===== config.mk =====
export PLATFORM = sky130hd
export DESIGN_NAME = pfd_flip_dbuf
export DESIGN_NICKNAME = d
export VERILOG_FILES = /design/src/rtl/pfd_pkg.sv /design/src/rtl/pfd_arm_if.sv /design/src/rtl/pfd_arm_ctl.sv /design/src/rtl/pfd_flip_dbuf.sv /design/src/rtl/pfd_flip_event.sv
export SDC_FILE = /design/constraint.sdc
export NUM_CORES = 1
export LEC_CHECK = 0
export ABC_AREA = 0
export BUFFER_PORTS_ARGS = -buffer_cell sky130_fd_sc_hd__buf_2
export CAP_MARGIN = 25
export CELL_PAD_IN_SITES_DETAIL_PLACEMENT = 1
export CELL_PAD_IN_SITES_GLOBAL_PLACEMENT = 2
export CORE_ASPECT_RATIO = 0.7
export CORE_MARGIN = 2
export CORE_UTILIZATION = 38
export DETAILED_ROUTE_END_ITERATION = 10
export PLACE_DENSITY_LB_ADDON = 0.1
export SKIP_CTS_REPAIR_TIMING = 1
export SYNTH_ARGS = -nofsm -noshare
export SYNTH_HDL_FRONTEND = slang
export SYNTH_HIERARCHICAL = 1
export SYNTH_SLANG_ARGS = --single-unit

===== constraint.sdc =====
create_clock -name I_MCLK -period 4.65 [get_ports I_MCLK]
set_input_delay 1.1625 -clock I_MCLK [delete_from_list [all_inputs] [get_ports I_MCLK]]
set_output_delay 1.1625 -clock I_MCLK [all_outputs]
set_load 0.01 [all_outputs]

===== src/rtl/pfd_pkg.sv =====
// Constants and shared types for the plane flip double buffer
// How it works
// [RL1] Software reads and writes reach the pending stage
// [RL2] Update point copies pending into live stage
// [RL3] Normal update point is vertical blank start
// [RL4] Plane live values readable through read-only registers
// [RL5] Arming register write arms the whole group
// [RL6] Other group writes disarm and block update
// [RL7] Host writes arming register last
// [RL8] Touching armed group disarms until rearmed
// [RL9] Sync flip applies everything at vertical blank
// [RL10] Async surface applies at TLB or vblank
// [RL11] Cursors never flip asynchronously
// [RL12] Async flip moves only the surface address
// [RL13] Async flip completes within one frame
// [RL14] Control bit selects sync or async flip
// [RL15] Surface or cursor base write arms
// [RL16] Disabled plane surface write completes at once
// [RL17] Flip to disabled plane or pipe completes immediately
// [RL18] Command flip arms the plane itself
// [RL19] Plane flip done raises maskable enableable interrupt
// [RL20] Unmasked flip done wakes graphics engine
// [RL21] Host keeps refresh push out of plane pair
// [RL22] Transfer clears the armed state
package pfd_pkg;

  typedef logic [7:0]  pfd_addr_t;
  typedef logic [31:0] pfd_word_t;

  // ****************************************
  // Register offsets
  // ****************************************
  localparam pfd_addr_t PFD_OFF_PLANE_CONTROL      = 8'h00;
  localparam pfd_addr_t PFD_OFF_PLANE_CFG      = 8'h04;
  localparam pfd_addr_t PFD_OFF_PLANE_SURFACE_ADDRESS     = 8'h08;
  localparam pfd_addr_t PFD_OFF_PLANE_CONTROL_LIVE = 8'h0C;
  localparam pfd_addr_t PFD_OFF_PLANE_CFG_LIVE = 8'h10;
  localparam pfd_addr_t PFD_OFF_PLANE_SURFACE_ADDRESS_LIVE = 8'h14;
  localparam pfd_addr_t PFD_OFF_CUR_CTL        = 8'h18;
  localparam pfd_addr_t PFD_OFF_CURSOR_BASE_ADDRESS       = 8'h1C;
  localparam pfd_addr_t PFD_OFF_STATUS         = 8'h20;
  localparam pfd_addr_t PFD_OFF_RRM            = 8'h24;
  localparam pfd_addr_t PFD_OFF_IRQ_CFG        = 8'h28;
  localparam pfd_addr_t PFD_OFF_PIPE_CTL       = 8'h2C;

  // ****************************************
  // Field positions
  // ****************************************
  localparam int unsigned PFD_CTL_ENABLE_BIT  = 0;
  localparam int unsigned PFD_CTL_ASYNC_BIT   = 1;
  localparam int unsigned PFD_STS_DONE_BIT    = 0;
  localparam int unsigned PFD_STS_PARM_BIT    = 1;
  localparam int unsigned PFD_STS_CARM_BIT    = 2;
  localparam int unsigned PFD_STS_APEND_BIT   = 3;
  localparam int unsigned PFD_RRM_FLIP_BIT    = 0;
  localparam int unsigned PFD_IRQ_MASK_BIT    = 0;
  localparam int unsigned PFD_IRQ_EN_BIT      = 1;
  localparam int unsigned PFD_PIPE_EN_BIT     = 0;

  // ****************************************
  // Reset values
  // ****************************************
  localparam pfd_word_t PFD_RST_ZERO    = 32'h0000_0000;
  localparam pfd_word_t PFD_RST_RRM     = 32'h0000_0001;
  localparam logic [1:0] PFD_RST_IRQ    = 2'h1;
  localparam logic       PFD_RST_PIPE   = 1'h0;

endpackage


===== src/rtl/pfd_arm_if.sv =====
// Arming handshake between a register group and its arming control
`timescale 1ns/1ns
interface pfd_arm_if;
  logic arm_wr;
  logic disarm_wr;
  logic update;
  logic load;
  logic armed;
  modport ctl  (input arm_wr, input disarm_wr, input update, output load, output armed);
  modport user (output arm_wr, output disarm_wr, output update, input load, input armed);
endinterface


===== src/rtl/pfd_arm_ctl.sv =====
// Armed state of one double-buffered register group
`timescale 1ns/1ns
module pfd_arm_ctl (
  input wire logic i_clk,
  input wire logic i_rst,
  pfd_arm_if.ctl   arm
);
  typedef enum logic {PFD_IDLE, PFD_ARMED} pfd_arm_state_t;
  typedef struct packed {
    pfd_arm_state_t state;
  } pfd_arm_st_t;

  pfd_arm_st_t s_q;
  pfd_arm_st_t s_d;

  assign arm.armed = (s_q.state == PFD_ARMED);
  assign arm.load  = (s_q.state == PFD_ARMED) && arm.update;

  always_comb begin
    s_d = s_q;
    unique case (s_q.state)
      PFD_IDLE: begin
        if (arm.arm_wr) begin
          s_d.state = PFD_ARMED; // RL5
        end
      end
      PFD_ARMED: begin
        if (arm.arm_wr) begin
          s_d.state = PFD_ARMED;
        end else if (arm.disarm_wr) begin
          s_d.state = PFD_IDLE; // RL6 RL8
        end else if (arm.update) begin
          s_d.state = PFD_IDLE; // RL22
        end
      end
    endcase
  end

  always_ff @(posedge i_clk) begin
    if (i_rst) begin
      s_q <= '{state: PFD_IDLE};
    end else begin
      s_q <= s_d;
    end
  end
endmodule // pfd_arm_ctl


===== src/rtl/pfd_flip_dbuf.sv =====
// Double-buffered plane and cursor configuration with flip control
`timescale 1ns/1ns
module pfd_flip_dbuf (
  input  wire logic        I_MCLK,
  input  wire logic        I_RST,
  input  wire logic [7:0]  I_ADDR,
  input  wire logic [31:0] I_WDATA,
  input  wire logic        I_WR,
  input  wire logic        I_RD,
  output logic      [31:0] O_RDATA,
  input  wire logic        I_VBLANK_START,
  input  wire logic        I_TLB_BOUNDARY,
  input  wire logic        I_CMD_FLIP,
  input  wire logic [31:0] I_CMD_FLIP_ADDR,
  input  wire logic        I_CMD_FLIP_ASYNC,
  output logic      [31:0] O_PLANE_CONTROL_LIVE,
  output logic      [31:0] O_PLANE_CFG_LIVE,
  output logic      [31:0] O_PLANE_SURFACE_ADDRESS_LIVE,
  output logic      [31:0] O_CUR_CTL_LIVE,
  output logic      [31:0] O_CURSOR_BASE_ADDRESS_LIVE,
  output logic             O_FLIP_DONE,
  output logic             O_FLIP_IRQ,
  output logic             O_WAKE
);

  // ****************************************
  // State
  // ****************************************
  typedef struct packed {
    logic [31:0] plane_control_p;
    logic [31:0] plane_cfg_p;
    logic [31:0] plane_surface_address_p;
    logic [31:0] plane_control_l;
    logic [31:0] plane_cfg_l;
    logic [31:0] plane_surface_address_l;
    logic [31:0] cur_ctl_p;
    logic [31:0] cursor_base_address_p;
    logic [31:0] cur_ctl_l;
    logic [31:0] cursor_base_address_l;
    logic [31:0] rrm;
    logic [1:0]  irq_cfg;
    logic        pipe_en;
    logic        async_pend;
    logic        flip_async;
    logic        flip_done;
    logic [31:0] rdata;
  } pfd_main_st_t;

  pfd_main_st_t s_q;
  pfd_main_st_t s_d;

  pfd_arm_if parm ();
  pfd_arm_if carm ();

  logic sticky;
  logic irq_q;
  logic wake_q;
  logic sts_clear;
  logic plane_off;

  pfd_arm_ctl u_plane_arm (
    .i_clk (I_MCLK),
    .i_rst (I_RST),
    .arm   (parm.ctl)
  );

  pfd_arm_ctl u_cur_arm (
    .i_clk (I_MCLK),
    .i_rst (I_RST),
    .arm   (carm.ctl)
  );

  pfd_flip_event u_event (
    .i_clk        (I_MCLK),
    .i_rst        (I_RST),
    .i_event      (s_d.flip_done),
    .i_clear      (sts_clear),
    .i_irq_mask   (s_q.irq_cfg[pfd_pkg::PFD_IRQ_MASK_BIT]),
    .i_irq_enable (s_q.irq_cfg[pfd_pkg::PFD_IRQ_EN_BIT]),
    .i_rrm_mask   (s_q.rrm[pfd_pkg::PFD_RRM_FLIP_BIT]),
    .o_sticky     (sticky),
    .o_irq        (irq_q),
    .o_wake       (wake_q)
  );

  // Plane counts as off when it or its pipe is disabled
  assign plane_off = !s_q.plane_control_l[pfd_pkg::PFD_CTL_ENABLE_BIT] || !s_q.pipe_en;

  // ****************************************
  // Next state
  // ****************************************
  always_comb begin
    s_d            = s_q;
    s_d.flip_done  = 1'b0;
    s_d.rdata      = pfd_pkg::PFD_RST_ZERO;
    sts_clear      = 1'b0;
    parm.arm_wr    = 1'b0;
    parm.disarm_wr = 1'b0;
    parm.update    = I_VBLANK_START; // RL3
    carm.arm_wr    = 1'b0;
    carm.disarm_wr = 1'b0;
    carm.update    = I_VBLANK_START; // RL3

    // Group transfers at the update point
    if (parm.load) begin
      s_d.plane_control_l  = s_q.plane_control_p; // RL2 RL9
      s_d.plane_cfg_l  = s_q.plane_cfg_p; // RL2 RL12
      s_d.plane_surface_address_l = s_q.plane_surface_address_p;
      s_d.flip_done    = !s_q.flip_async;
    end
    if (carm.load) begin
      s_d.cur_ctl_l  = s_q.cur_ctl_p; // RL11
      s_d.cursor_base_address_l = s_q.cursor_base_address_p; // RL2
    end

    // Early surface update for async flips
    if (s_q.async_pend && (I_TLB_BOUNDARY || I_VBLANK_START)) begin
      s_d.plane_surface_address_l = s_q.plane_surface_address_p; // RL10 RL12
      s_d.async_pend   = 1'b0; // RL13
      s_d.flip_done    = 1'b1;
    end

    // Double-buffered register writes land in the pending stage, control and status words act at once
    if (I_WR) begin
      unique case (I_ADDR)
        pfd_pkg::PFD_OFF_PLANE_CONTROL: begin
          s_d.plane_control_p = I_WDATA; // RL1
          parm.disarm_wr  = 1'b1; // RL6
        end
        pfd_pkg::PFD_OFF_PLANE_CFG: begin
          s_d.plane_cfg_p = I_WDATA; // RL1
          parm.disarm_wr  = 1'b1; // RL6
        end
        pfd_pkg::PFD_OFF_PLANE_SURFACE_ADDRESS: begin
          s_d.plane_surface_address_p = I_WDATA; // RL1
          if (plane_off) begin
            s_d.plane_surface_address_l = I_WDATA; // RL16 RL17
            parm.arm_wr      = 1'b1; // RL15
            s_d.flip_done    = 1'b1; // RL16
          end else begin
            parm.arm_wr    = 1'b1; // RL15
            s_d.flip_async = s_q.plane_control_p[pfd_pkg::PFD_CTL_ASYNC_BIT]; // RL14
            s_d.async_pend = s_q.plane_control_p[pfd_pkg::PFD_CTL_ASYNC_BIT]; // RL14
          end
        end
        pfd_pkg::PFD_OFF_CUR_CTL: begin
          s_d.cur_ctl_p  = I_WDATA;
          carm.disarm_wr = 1'b1; // RL6
        end
        pfd_pkg::PFD_OFF_CURSOR_BASE_ADDRESS: begin
          s_d.cursor_base_address_p = I_WDATA;
          carm.arm_wr    = 1'b1; // RL15
        end
        pfd_pkg::PFD_OFF_STATUS: begin
          sts_clear = I_WDATA[pfd_pkg::PFD_STS_DONE_BIT];
        end
        pfd_pkg::PFD_OFF_RRM: begin
          s_d.rrm = I_WDATA;
        end
        pfd_pkg::PFD_OFF_IRQ_CFG: begin
          s_d.irq_cfg = I_WDATA[1:0];
        end
        pfd_pkg::PFD_OFF_PIPE_CTL: begin
          s_d.pipe_en = I_WDATA[pfd_pkg::PFD_PIPE_EN_BIT];
        end
        default: begin
        end
      endcase
    end

    // Command stream flip arms by itself
    if (I_CMD_FLIP) begin
      s_d.plane_surface_address_p = I_CMD_FLIP_ADDR;
      s_d.plane_control_p[pfd_pkg::PFD_CTL_ASYNC_BIT] = I_CMD_FLIP_ASYNC;
      if (plane_off) begin
        s_d.plane_surface_address_l = I_CMD_FLIP_ADDR; // RL17
        parm.arm_wr      = 1'b1; // RL18
        s_d.flip_done    = 1'b1; // RL17
        s_d.async_pend   = 1'b0;
      end else begin
        parm.arm_wr    = 1'b1; // RL18
        parm.disarm_wr = 1'b0;
        s_d.flip_async = I_CMD_FLIP_ASYNC; // RL14
        s_d.async_pend = I_CMD_FLIP_ASYNC;
      end
    end

    // Reads return the pending stage of double-buffered words, plane live copies via read-only words
    if (I_RD) begin
      unique case (I_ADDR)
        pfd_pkg::PFD_OFF_PLANE_CONTROL:       s_d.rdata = s_q.plane_control_p; // RL1
        pfd_pkg::PFD_OFF_PLANE_CFG:       s_d.rdata = s_q.plane_cfg_p; // RL1
        pfd_pkg::PFD_OFF_PLANE_SURFACE_ADDRESS:      s_d.rdata = s_q.plane_surface_address_p; // RL1
        pfd_pkg::PFD_OFF_PLANE_CONTROL_LIVE:  s_d.rdata = s_q.plane_control_l; // RL4
        pfd_pkg::PFD_OFF_PLANE_CFG_LIVE:  s_d.rdata = s_q.plane_cfg_l; // RL4
        pfd_pkg::PFD_OFF_PLANE_SURFACE_ADDRESS_LIVE: s_d.rdata = s_q.plane_surface_address_l; // RL4
        pfd_pkg::PFD_OFF_CUR_CTL:         s_d.rdata = s_q.cur_ctl_p;
        pfd_pkg::PFD_OFF_CURSOR_BASE_ADDRESS:        s_d.rdata = s_q.cursor_base_address_p;
        pfd_pkg::PFD_OFF_STATUS: begin
          s_d.rdata[pfd_pkg::PFD_STS_DONE_BIT]  = sticky;
          s_d.rdata[pfd_pkg::PFD_STS_PARM_BIT]  = parm.armed;
          s_d.rdata[pfd_pkg::PFD_STS_CARM_BIT]  = carm.armed;
          s_d.rdata[pfd_pkg::PFD_STS_APEND_BIT] = s_q.async_pend;
        end
        pfd_pkg::PFD_OFF_RRM:             s_d.rdata = s_q.rrm;
        pfd_pkg::PFD_OFF_IRQ_CFG:         s_d.rdata = {{30{1'b0}}, s_q.irq_cfg};
        pfd_pkg::PFD_OFF_PIPE_CTL:        s_d.rdata = {{31{1'b0}}, s_q.pipe_en};
        default:                          s_d.rdata = pfd_pkg::PFD_RST_ZERO;
      endcase
    end
  end

  always_ff @(posedge I_MCLK) begin
    if (I_RST) begin
      s_q         <= '0;
      s_q.rrm     <= pfd_pkg::PFD_RST_RRM;
      s_q.irq_cfg <= pfd_pkg::PFD_RST_IRQ;
      s_q.pipe_en <= pfd_pkg::PFD_RST_PIPE;
    end else begin
      s_q <= s_d;
    end
  end

  // ****************************************
  // Outputs
  // ****************************************
  assign O_RDATA           = s_q.rdata;
  assign O_PLANE_CONTROL_LIVE  = s_q.plane_control_l;
  assign O_PLANE_CFG_LIVE  = s_q.plane_cfg_l;
  assign O_PLANE_SURFACE_ADDRESS_LIVE = s_q.plane_surface_address_l;
  assign O_CUR_CTL_LIVE    = s_q.cur_ctl_l;
  assign O_CURSOR_BASE_ADDRESS_LIVE   = s_q.cursor_base_address_l;
  assign O_FLIP_DONE       = s_q.flip_done;
  assign O_FLIP_IRQ        = irq_q;
  assign O_WAKE            = wake_q;

  logic surf_wr;
  logic cfg_wr;
  assign surf_wr = I_WR && (I_ADDR == pfd_pkg::PFD_OFF_PLANE_SURFACE_ADDRESS);
  assign cfg_wr  = I_WR && (I_ADDR == pfd_pkg::PFD_OFF_PLANE_CFG);
endmodule // pfd_flip_dbuf


===== src/rtl/pfd_flip_event.sv =====
// Flip done sticky status, interrupt and engine wake
`timescale 1ns/1ns
module pfd_flip_event (
  input  wire logic i_clk,
  input  wire logic i_rst,
  input  wire logic i_event,
  input  wire logic i_clear,
  input  wire logic i_irq_mask,
  input  wire logic i_irq_enable,
  input  wire logic i_rrm_mask,
  output logic      o_sticky,
  output logic      o_irq,
  output logic      o_wake
);
  typedef struct packed {
    logic sticky;
    logic irq;
    logic wake;
  } pfd_evt_st_t;

  pfd_evt_st_t s_q;
  pfd_evt_st_t s_d;

  always_comb begin
    s_d        = s_q;
    s_d.sticky = i_event || (s_q.sticky && !i_clear);
    s_d.irq    = s_d.sticky && i_irq_enable && !i_irq_mask; // RL19
    s_d.wake   = i_event && !i_rrm_mask; // RL20
  end

  always_ff @(posedge i_clk) begin
    if (i_rst) begin
      s_q <= '0;
    end else begin
      s_q <= s_d;
    end
  end

  assign o_sticky = s_q.sticky;
  assign o_irq    = s_q.irq;
  assign o_wake   = s_q.wake;
endmodule // pfd_flip_event


# Yosys cells after proc, flatten, opt, wreduce, memory -nomap -nowiden
# Cells that the tools add are included.
[classes]
bitwise_logic = 3
n_reduce_logical = 31
n_mux = 50
eq_ne = 11
[op_table]
columns = ["operator", "n"]
rows = [
  ["$mux 32", 11],
  ["$pmux 28 s9", 1],
  ["$mux 96", 1],
  ["$mux 66", 1],
  ["$pmux 4 s12", 1],
  ["$eq 8x5->1 const B", 4],
  ["$eq 8x6->1 const B", 4],
  ["$mux 1", 28],
  ["$reduce_and 2->1", 9],
  ["$eq 8x4->1 const B", 2],
  ["$mux 3", 3],
  ["$eq 8x3->1 const B", 1],
  ["$logic_not 8->1", 1],
  ["$logic_and 1x1->1", 7],
  ["$logic_not 1->1", 6],
  ["$reduce_bool 2->1", 3],
  ["$mux 2", 2],
  ["$pmux 1 s2", 2],
  ["$reduce_or 2->1", 2],
  ["$logic_or 1x1->1", 3],
  ["$not 1->1", 3],
]
[totals]
out_inout_bits = 195
wordCells = 118
in_bits = 80
ff_bits = 395

# Logic depth before layout (Yosys ltp)
# Gate-level depths: netlist (run 1).
[depth]
ltp_word = 11
mapped_depth = 9
ltp_nobuf = 6

# Hierarchy
# Netlist (run 1), hierarchy kept.
[by_module_without_submodules]
columns = ["mod", "instances", "cells_each", "area_per_inst_um2", "seq_area_each_um2"]
rows = [
  ["pfd_flip_dbuf", 1, 1998, 18163.7, 7807.5],
  ["pfd_flip_event", 1, 9, 118.9, 60.1],
  ["pfd_arm_ctl", 2, 5, 43.8, 20.0],
]

# Least setup slack after synthesis (run 1)
# OpenSTA, ideal clock, no wires.
[synth_timing]
path_kind = "in2reg"
start = "in I_ADDR[1]"
end = "reg u_event.s_q (netlist bit u_event/o_irq)"
path_slack_ns = 1.713
path_buffers = 2
setup_time_ns = 0.100
t_arrival_ns = 2.837
stages = 8
t_required_ns = 4.550
path_cell_list = "buf_2 or4b_4 buf_6 nor3_4 o21ai_0 nand3_1 inv_1 a2111oi_4"
[synth_lines]
columns = ["element", "line", "text"]
rows = [
  ["from (decl)", "pfd_flip_dbuf.sv:6", "input wire logic [7:0] I_ADDR,"],
  ["to (signal assigned)", "pfd_flip_event.sv:33", "s_q <= '0;"],
  ["to (signal assigned)", "pfd_flip_event.sv:35", "s_q <= s_d;"],
  ["to (decl)", "pfd_flip_event.sv:21", "pfd_evt_st_t s_q;"],
]

# Worst setup path after layout (run 1)
[layout_timing]
start = "in I_ADDR[3]"
end = "reg s_q (netlist bit O_RDATA[19])"
[layout_between]
elab_chain_len = 2
elab_cells_between_ends = 10
cone_classes = "eq/ne: 8; mux: 1; reduce/logical: 1"
[layout_rtl]
columns = ["element", "line", "text"]
rows = [
  ["$eq 8x6->1 (tied with other cells)", "pfd_flip_dbuf.sv:190", "unique case (I_ADDR)"],
  ["$pmux 28 s9 *", "pfd_flip_dbuf.sv:190", ""],
  ["to (decl)", "pfd_flip_dbuf.sv:49", "pfd_main_st_t s_q;"],
]
# Every way passes the cells marked *; elsewhere a longest branch is shown, timed or not.
# A chain may end at the register's enable or synchronous reset.

==> results of run 1 <==
## stage by stage
stage,util,setup slack [ns]
2_1_floorplan,-,1.71
3_3_place_gp,0.397,0.981
3_5_place_dp,0.398,0.931
4_1_cts,0.428,1.49
5_1_grt,0.428,1.32
6_report,0.428,1.38
## synth_stat cells (3+ instances only)
cell type / n / area (um^2)
dfxtp_1: 395 / 7910
nand2_1: 274 / 1030
mux2i_1: 256 / 2560
nor2_1: 235 / 882
buf_4: 193 / 1450
a21oi_1: 121 / 606
clkbuf_1: 102 / 383
a22oi_1: 83 / 623
buf_2: 34 / 170
a311oi_2: 30 / 450
o21ai_0: 26 / 130
mux2_2: 25 / 282
nand3_1: 25 / 125
o21ai_1: 17 / 85.1
a22o_1: 15 / 131
a31oi_1: 14 / 87.6
buf_1: 13 / 48.8
o2bb2ai_1: 13 / 114
a211o_1: 11 / 96.3
a221oi_1: 11 / 96.3
inv_1: 10 / 37.5
o22a_1: 10 / 87.6
and3_1: 9 / 56.3
nor2b_1: 9 / 56.3
mux4_2: 8 / 180
and2_1: 7 / 43.8
nor3_1: 6 / 30.0
a32o_1: 5 / 50.1
buf_6: 5 / 56.3
o22ai_1: 5 / 31.3
a311oi_1: 3 / 26.3
a32oi_1: 3 / 26.3
and4_1: 3 / 26.3
nand3b_1: 3 / 22.5
nand4b_1: 3 / 26.3
o211ai_1: 3 / 22.5
## worst paths after layout
check	slack, ns	end	startpoint
worst max-delay path	1.38	O_RDATA[19]	I_ADDR[3]
worst min-delay path	0.46	s_q[69]	s_q[69]
worst min register to register	0.46	s_q[69]	s_q[69]
worst max register to register	2.18	O_PLANE_SURFACE_ADDRESS_LIVE[1]	u_plane_arm/arm.armed
## registers in the layout, summed over array words and instances, names as in the netlist
name / cells
O_CURSOR_BASE_ADDRESS_LIVE: 32
O_CUR_CTL_LIVE: 32
O_PLANE_CONTROL_LIVE: 32
O_RDATA: 32
u_cur_arm/arm.armed: 1
s_q: 197
u_event/o_sticky: 1
u_plane_arm/arm.armed: 1
u_event/o_irq: 1
O_PLANE_SURFACE_ADDRESS_LIVE: 32
O_PLANE_CFG_LIVE: 32
O_FLIP_DONE: 1
u_event/o_wake: 1
## worst register-to-register path, stage by stage (launching register included)
cell,delay (ns)
dfxtp_1,0.33
and2_4,0.44
nor2b_4,0.73
buf_4,0.42
mux2i_1,0.34
o21ai_1,0.09
## cell type report
cell class              count  share of cell area
multi-input cells        1265               0.413
flip-flops and latches    395               0.387
repair buffers            330              0.0916
clock buffers              65              0.0631
well taps                 621              0.0380
clock inverters            10             0.00508
inverters                  10             0.00190
diodes                      4            0.000490
## metal layers
metal,vias up,wire length [um],share of wire,global-route usage
met5,-,46,0.00062,0
met4,8,1650,0.022,0.0763
met3,118,6190,0.083,0.0745
met2,586,30400,0.41,0.407
met1,7717,36300,0.49,0.441
li1,6883,-,-,-
## placed cells by master (no fill, tap or decap), types with 13 or more instances in the layout
cell / count
o21ai_1: 16
mux2_2: 25
a21oi_1: 121
a22oi_1: 83
a22o_1: 15
dfxtp_1: 395
o21ai_0: 26
clkbuf_8: 13
buf_4: 54
mux2i_1: 256
buf_2: 271
a31oi_1: 14
clkbuf_16: 43
nor2_1: 234
nand3_1: 19
o2bb2ai_1: 13
a311oi_2: 30
nand2_1: 274
## power breakdown
group / switching, mW / internal, mW / total (mW)
Combinational: 0.360 / 0.162 / 0.522
Sequential: 0.0487 / 3.43 / 3.47
Clock: 1.44 / 2.01 / 3.46
Total: 1.85 / 5.60 / 7.46
## kinds of logic (layout without fill, tap and decap cells)
family,Yosys count,count (layout),share of synthesized area
DFF,395,395,0.430
AOI/OAI and AO/OA,380,380,0.151
buffers and inverters,357,415,0.117
other,0,4,0
and+or+nand+nor,596,596,0.137
muxes,289,289,0.165
==> results.md, run 1 <==
* Clk pin slew, worst setup/hold paths at around 0.060 ns
* Vias in the first global route at 15100
* Sequential area share after synthesis at 0.430
* Initial drt markers at around 1300
* Tot Pwr at around 7.5 mW
* Tmin final at roughly 3.3 ns
* Library cells used by synthesis at 61
* Num ports at 275
* Clock Tree Root: clkbuf_16
* Core area at around 48000 um^2
* Initial antenna violation count at 13
* Post-placement cell count at between 2000 and 3000
* Worst Setup Path Type: input port to flop
* Setup TNS at 0 ns
* GRT Util Overall at 0.292
* Pin count of the biggest net entering global routing at approximately 130
* CTS tree: built
* Clock skew at approximately 0.018 ns
* Starting density of the core at 0.384
* Syn. warnings at 6
* Required @ worst endpoint at approximately 5.1 ns
* Clock buffer depth at 3
* Cell Pwr Density at 365 nW/um^2
* Critical path depth at 7
* Worst hold margin at about 0.46 ns
* Final Net Count at approximately 2100
* Seq cells post-synth at 395
* DR WL/cell at approximately 28 um
* DP Area at about 19000 um^2
* CP Launch Type: input port
* Row Count at 67
* Max VDD drop at between 0.2 and 0.25 mV
* CP peak stage delay at between 0.8 and 0.9 ns
* Slew of the pin with the lowest slew margin at slightly above 1 ns
* TritonCTS Buffers at 41
* EDFF count, synth at 0
* Mean Syn Cell Area at a little over 9 um^2
* Num Clock Sinks at roughly 400
* Delay-heaviest family, CP: buffers and inverters
* Pleak at a little over 8 nW
* Fraction of registers with async set/reset at 0
* Main flop type after synthesis: dfxtp_1
* Fmax at approximately 0.31 GHz
* # port buffers at about 270
* Most common cell on crit path: buf_4
* Final period util at 0.702
* Synth-to-layout area growth at 11.3%
* Synthesized cell area at about 18000 um^2
* Status: complete, no violations
* Skew-Pair Late Insertion Delay at approximately 0.56 ns
* Data arrival, critical path at 3.76 ns
* Hold Path Depth at 2
* Critical-path maximum fanout at 27
* CP cell instances: buf_2, buf_4, nor2b_1, buf_4, a221oi_1, a211o_1, a21oi_1
* Rel. slew slack at 0.324
* Overflow after GRT at 0
* H-tree level count at 2
* Slew Limit Fails at 0
* Worst min path class: flop to flop
* Layout Cells excl Fill at 2700
* Die width at around 270 um
* CP max-delay cell: nor2b_1
* Vias post-DR at roughly 15000
* Die span in y at about 190 um
* Vias per cell at 5.67
* Syn_nets at roughly 2100
* Max Cap Viol at 0
* Post-Syn Instances at 2017
* Hold Vio Cnt, Final at 0
* First-pass DRT Iterations at 5
* Multi-input combinational cell area at between 8000 and 9000 um^2
* Buf/Inv on CP at 3
* DRC at 0
* Die ar. at 50100 um^2
* Hpwl dp at just over 50000 um
* Register Area at around 7900 um^2
* Reg2reg path depth at 5
* Fillers at 5485
* Final setup viols at 0
* Post-route cell area at ~20000 um^2
* GPL Wtd Cong at 0.862
* RSZ-0062 raised after global routing: false
* Antenna-violating nets left at 0
* CP Capture Type: flop
* First-pass GRT wire length at 107000 um
* Share of cells above drive strength 1 at 0.237
* Routed WL at between 70000 and 80000 um
Power figures use the tool's default switching activity.
==> inputs of run 2 (changes only) <==
--- a/config.mk
+++ b/config.mk
@@ -5,14 +5,14 @@
 export SDC_FILE = /design/constraint.sdc
 export NUM_CORES = 1
 export LEC_CHECK = 0
-export ABC_AREA = 0
+export ABC_AREA = 1
 export BUFFER_PORTS_ARGS = -buffer_cell sky130_fd_sc_hd__buf_2
 export CAP_MARGIN = 25
 export CELL_PAD_IN_SITES_DETAIL_PLACEMENT = 1
 export CELL_PAD_IN_SITES_GLOBAL_PLACEMENT = 2
 export CORE_ASPECT_RATIO = 0.7
 export CORE_MARGIN = 2
-export CORE_UTILIZATION = 38
+export CORE_UTILIZATION = 28
 export DETAILED_ROUTE_END_ITERATION = 10
 export PLACE_DENSITY_LB_ADDON = 0.1
 export SKIP_CTS_REPAIR_TIMING = 1
==> constraint.sdc (replaced) <==
create_clock -name I_MCLK -period 2.85 [get_ports I_MCLK]
set_input_delay 0.7125 -clock I_MCLK [delete_from_list [all_inputs] [get_ports I_MCLK]]
set_output_delay 0.7125 -clock I_MCLK [all_outputs]
set_load 0.01 [all_outputs]
==> run 2 against run 1 <==
Count of clock-buffer cells in the layout is 8 higher; global-route usage is 4.1 points lower; clock power is 75% higher; non-clock buffer count is 21 higher; critical path depth is 3 higher; sequential cell count stayed put; core utilization is 10 points lower; cell count is 41% higher; final area is 5.2% higher; sequential share of layout area is 1.9 points lower; sequential power is 67% higher; first-iteration DRC count is 11% higher.
==> results.md, run 2 <==
* Final setup viols at 0
* Required @ worst endpoint at around 3.3 ns
* CTS tree: built
* Slew of the pin with the lowest slew margin at roughly 0.9 ns
* Hold Vio Cnt, Final at 0
* Final Net Count at between 2000 and 3000
* WL met1 at about 46000 um
* Fraction of registers with async set/reset at 0
* First-pass GRT wire length at 130000 um
* Most common cell in the synthesized netlist: nand2_1
* TritonCTS Buffers at 46
* First-pass DRT Iterations at 5
* EDFF count, synth at 0
* Vias per cell at between 4 and 5
* Rel. slew slack at 0.384
* Highest Signal Layer: met5
* Seq cells post-synth at 395
* Max FFs per register at around 200
* Post-Syn Instances at about 2900
* Die ar. at about 70000 um^2
* Clk pwr share at 0.472
* Cell-internal power at between 9 and 10 mW
* Skew-Pair Late Insertion Delay at 0.59 ns
* WL met3 at between 6000 and 7000 um
* Initial drt markers at roughly 1400
* Sw Pwr at 3.37 mW
* Synth-to-layout area growth at 13.7%
* Pin count of the biggest net entering global routing at between 100 and 150
* Mean Syn Cell Area at around 6.6 um^2
* Max VDD drop at roughly 0.3 mV
* DRC at 0
* Final period util at 0.756
* GRT Util Overall at 0.251
* Fmax at around 0.46 GHz
* CP Capture Type: flop
* Fillers at around 8500
* Vias in the first global route at 18600
* Top reg by flops: s_q
* Num Clock Sinks at 395
* GPL Wtd Cong at 0.834
* Leading cell type in the layout, fill and taps excluded: nand2_1
* # port buffers at roughly 270
* H-tree level count at 2
* Worst Setup Path Type: input port to flop
* Biggest area consumer among synthesized cells: dfxtp_1
* Core area at about 67000 um^2
* Setup TNS at 0 ns
* DR WL/cell at ~23 um
* Post-synth top cells: nand2_1, nor2_1, dfxtp_1
* Top post-synthesis cells by area: dfxtp_1, nand2_1, nor2_1
* RSZ-0062 raised after global routing: false
* Clock Tree Root: clkbuf_16
* Pleak at ~10 nW
* Die span in y at 222 um
* Tmin final at between 2 and 2.5 ns
* Num ports at 275
* Synthesized cell area at between 15000 and 20000 um^2
* Post-placement cell count at roughly 3700
* Row Count at 79
* Most frequent cells in the layout: nand2_1, nor2_1, dfxtp_1, nand3_1, buf_2
* Syn. warnings at 6
* Tot Pwr at ~13 mW
* Status: complete, no violations
* Hpwl dp at about 63000 um
* Cell Pwr Density at around 600 nW/um^2
* Initial antenna violation count at 13
* CP Launch Type: input port
* Sequential area share after synthesis at 0.418
* Max Cap Viol at 0
* Main flop type after synthesis: dfxtp_1
* Clk pin slew, worst setup/hold paths at 0.06 ns
* Layout Cells excl Fill at 3815
* Seq pwr share at 0.452
* Syn_nets at approximately 2900
* Share of power burned in combinational logic at 0.076
* Clock skew at 0.0231 ns
* Overflow after GRT at 0
* Worst min path class: input port to flop
* Met2 Wirelength at between 30000 and 40000 um
* Switching Fraction at 0.263
* Share of cells above drive strength 1 at 0.155
* Yosys top cell area share at 0.418
* Data arrival, critical path at ~2.6 ns
* Library cells used by synthesis at 27
* Clock buffer depth at 3
* Starting density of the core at 0.284
* Die width at approximately 310 um
* Slew Limit Fails at 0
* Antenna-violating nets left at 0
* Routed WL at 89000 um
* Critical-path maximum fanout at 17
* Vias post-DR at roughly 19000
## run 2: changes by cell type after synthesis, sizes merged, moves of 25 or more
cell,previous run,this run
nand2,274,720
nand3,25,280
mux2i,256,0
inv,10,200
o21ai,44,257
nor2,235,440
mux2,25,0
a22oi,83,0
a311oi,33,0
a21oi,121,182
## run 2: worst paths after layout
check	from	endpoint	slack [ns]	depth (start not counted)
worst max-delay path	I_ADDR[1]	u_event/o_wake	0.70	10
worst min-delay path	I_CMD_FLIP_ADDR[9]	O_PLANE_SURFACE_ADDRESS_LIVE[9]	0.47	5
worst min register to register	s_q[63]	s_q[63]	0.47	2
worst max register to register	O_PLANE_CONTROL_LIVE[0]	O_PLANE_SURFACE_ADDRESS_LIVE[6]	1.05	8
## run 2: logic make-up after synthesis
group / synth area share
buffers and inverters: 0.155
and+or+nand+nor: 0.308
AOI/OAI and AO/OA: 0.119
DFF: 0.418
## run 2: metrics by stage
step / cell area (um^2) / setup slack, ns / hold slack, ns / utilization
after global placement: 20000 / 0.167 / 0.450 / 0.300
after floorplan: 18900 / 0.952 / 0.421 / -
after CTS: 21500 / 0.731 / 0.440 / 0.323
final: 21500 / 0.697 / 0.468 / 0.323
after detailed placement: 20000 / 0.152 / 0.459 / 0.300
after global routing: 21500 / 0.640 / 0.463 / 0.323
## run 2: critical path, cell delays in order
cell and delay, ns:
buf_2 0.11, nor2_2 0.24, nand3_1 0.18, buf_4 0.19
nor2_2 0.19, buf_4 0.32, nand3_1 0.13, nand3_1 0.09
inv_1 0.07, nor3_1 0.32
## run 2: area by class of cell
class                      count  area, um^2  area share
tap                          891        1110      0.0518
antenna                        2        5.00    0.000233
multi-input combinational   1892        8110       0.377
clock inverter                10         104     0.00483
sequential                   395        7910       0.368
timing repair buffer         351        2110      0.0983
inverter                     201         759      0.0353
clock buffer                  73        1390      0.0648
## run 2: power groups by stage
| stage | logic [mW] | clock network, mW | registers (mW) |
|---|---|---|---|
| final | 0.971 | 6.05 | 5.80 |
| after global routing | 1.07 | 6.43 | 5.81 |
| after CTS | 0.973 | 6.21 | 5.80 |
| after detailed placement | 0.970 | 0 | 5.92 |
| after global placement | 0.957 | 0 | 5.92 |
| after floorplan | 0.601 | 0 | 5.83 |
## run 2: routing by layer
| metal | vias up | track usage |
|---|---|---|
| met4 | 2 | 0.0467 |
| met5 | - | 0 |
| met3 | 89 | 0.0555 |
| met1 | 9137 | 0.389 |
| li1 | 8897 | - |
| met2 | 524 | 0.350 |
==> inputs of run 3 (changes only) <==
--- a/config.mk
+++ b/config.mk
@@ -12,7 +12,7 @@
 export CELL_PAD_IN_SITES_GLOBAL_PLACEMENT = 2
 export CORE_ASPECT_RATIO = 0.7
 export CORE_MARGIN = 2
-export CORE_UTILIZATION = 28
+export CORE_UTILIZATION = 31
 export DETAILED_ROUTE_END_ITERATION = 10
 export PLACE_DENSITY_LB_ADDON = 0.1
 export SKIP_CTS_REPAIR_TIMING = 1
==> constraint.sdc (replaced) <==
create_clock -name I_MCLK -period 2.2 [get_ports I_MCLK]
set_input_delay 0.55 -clock I_MCLK [delete_from_list [all_inputs] [get_ports I_MCLK]]
set_output_delay 0.55 -clock I_MCLK [all_outputs]
set_load 0.01 [all_outputs]
==> run 3 against run 2 <==
Cell count decreased by 1.3%; total power rose by 32%; combinational power rose by 34%; highest routed layer is now met4.
==> results.md, run 3 (synthesized netlist as in run 2, its figures left out) <==
* Status: complete, no violations
* Core area at around 60000 um^2
* Layout Cells excl Fill at 3764
* DP Area at approximately 20000 um^2
* Vias per cell at just over 5
* Clk pin slew, worst setup/hold paths at approximately 0.060 ns
* CP cell instances: nand2_1, buf_4, nor2_1, a211oi_1, nor2_1, nand2_1, a21oi_2
* Delay-heaviest family, CP: simple AND/OR/NAND/NOR gates
* Starting density of the core at 0.315
* Max VDD drop at roughly 0.34 mV
* Setup TNS at 0 ns
* Vias in the first global route at approximately 18000
* DRC at 0
* Top reg by flops: s_q
* Leading cell type in the layout, fill and taps excluded: nand2_1
* DR WL/cell at approximately 23 um
* CP Launch Type: flop
* Most frequent cells in the layout: nand2_1, nor2_1, dfxtp_1, nand3_1, buf_2
* Rel. slew slack at 0.634
* Num Clock Sinks at approximately 400
* Required @ worst endpoint at approximately 2.7 ns
* Slew of the pin with the lowest slew margin at between 0.5 and 0.6 ns
* Hold Vio Cnt, Final at 0
* Final Net Count at 2999
* Slew Limit Fails at 0
* Worst min path class: input port to flop
* TritonCTS Buffers at 45
* Max FFs per register at a little under 200
* Pin count of the biggest net entering global routing at 79
* Pleak at approximately 11 nW
* RSZ-0062 raised after global routing: false
* CP peak stage delay at approximately 0.5 ns
* Data arrival, critical path at about 2.5 ns
* Worst setup margin at around 0.18 ns
* Finished Core Util at 0.366
* Post-placement cell count at approximately 3700
* Die span in y at 211 um
* Overflow after GRT at 0
* Share of cells above drive strength 1 at 0.167
* Die ar. at ~63000 um^2
* # port buffers at between 200 and 300
* Initial antenna violation count at 6
* Cell Pwr Density at slightly below 800 nW/um^2
* First-pass GRT wire length at 126000 um
* Vias post-DR at approximately 19000
* Clock Tree Root: clkbuf_16
* Fmax at roughly 0.49 GHz
* CP max-delay cell: a211oi_1
* Clock buffer depth at 3
* Max Cap Viol at 0
* Die width at ~300 um
* GRT Util Overall at 0.271
* Tot Pwr at 17.0 mW
* Initial drt markers at between 1000 and 1500
* Post-route cell area at 22000 um^2
* Hpwl dp at ~63000 um
* Num ports at about 280
* Routed WL at 87200 um
* Worst slack, placed at -0.133 ns
* Tmin final at roughly 2 ns
* CP Capture Type: flop
* Critical-path maximum fanout at 36
* GPL Wtd Cong at between 0.8 and 0.9
* First-pass DRT Iterations at 5
* Row Count at 75
* Skew-Pair Late Insertion Delay at a little under 0.6 ns
* Worst hold margin at 0.291 ns
* Buf/Inv on CP at 1
* Synth-to-layout area growth at 16.4%
* Final setup viols at 0
* Clock skew at between 0.01 and 0.015 ns
* Antenna-violating nets left at 0
* Worst Setup Path Type: flop to flop
* H-tree level count at 2
* Final period util at 0.920
* CTS tree: built
run 3: routing by layer:
| metal | part of all wire | global-route usage | routed length (um) |
|---|---|---|---|
| met4 | 0.018 | 0.0595 | 1540 |
| met1 | 0.51 | 0.419 | 44100 |
| met3 | 0.077 | 0.0573 | 6750 |
| met2 | 0.40 | 0.378 | 34800 |
| met5 | 0 | 0 | 0 |
run 3: final timing paths:
kind,start,to,slack [ns],depth (start not counted)
min reg2reg,s_q[45],s_q[45],0.47,2
min,I_CMD_FLIP_ADDR[26],s_q[320],0.29,3
max reg2reg,O_PLANE_CONTROL_LIVE[0],u_plane_arm/arm.armed,0.18,7
max,O_PLANE_CONTROL_LIVE[0],u_plane_arm/arm.armed,0.18,7
run 3: where the power goes:
group | total (mW) | switching [mW] | internal [mW] | leakage [nW]
Sequential | 7.51 | 0.199 | 7.31 | 3.21
Clock | 8.15 | 3.27 | 4.88 | 0.790
Combinational | 1.30 | 0.898 | 0.403 | 6.70
run 3: area by class of cell:
type / count / area (um^2)
Antenna cell: 2 / 5.00
Clock buffer: 72 / 1460
Clock inverter: 10 / 131
Fill cell: 7665 / 38100
Inverter: 201 / 759
Multi-Input combinational cell: 1892 / 8110
Sequential cell: 395 / 7910
Tap cell: 808 / 1010
Timing Repair Buffer: 384 / 2650
run 3: tightest hold or removal path, cell delays in order:
cell,delay [ns]
buf_2,0.10
a21oi_1,0.06
a21oi_1,0.12
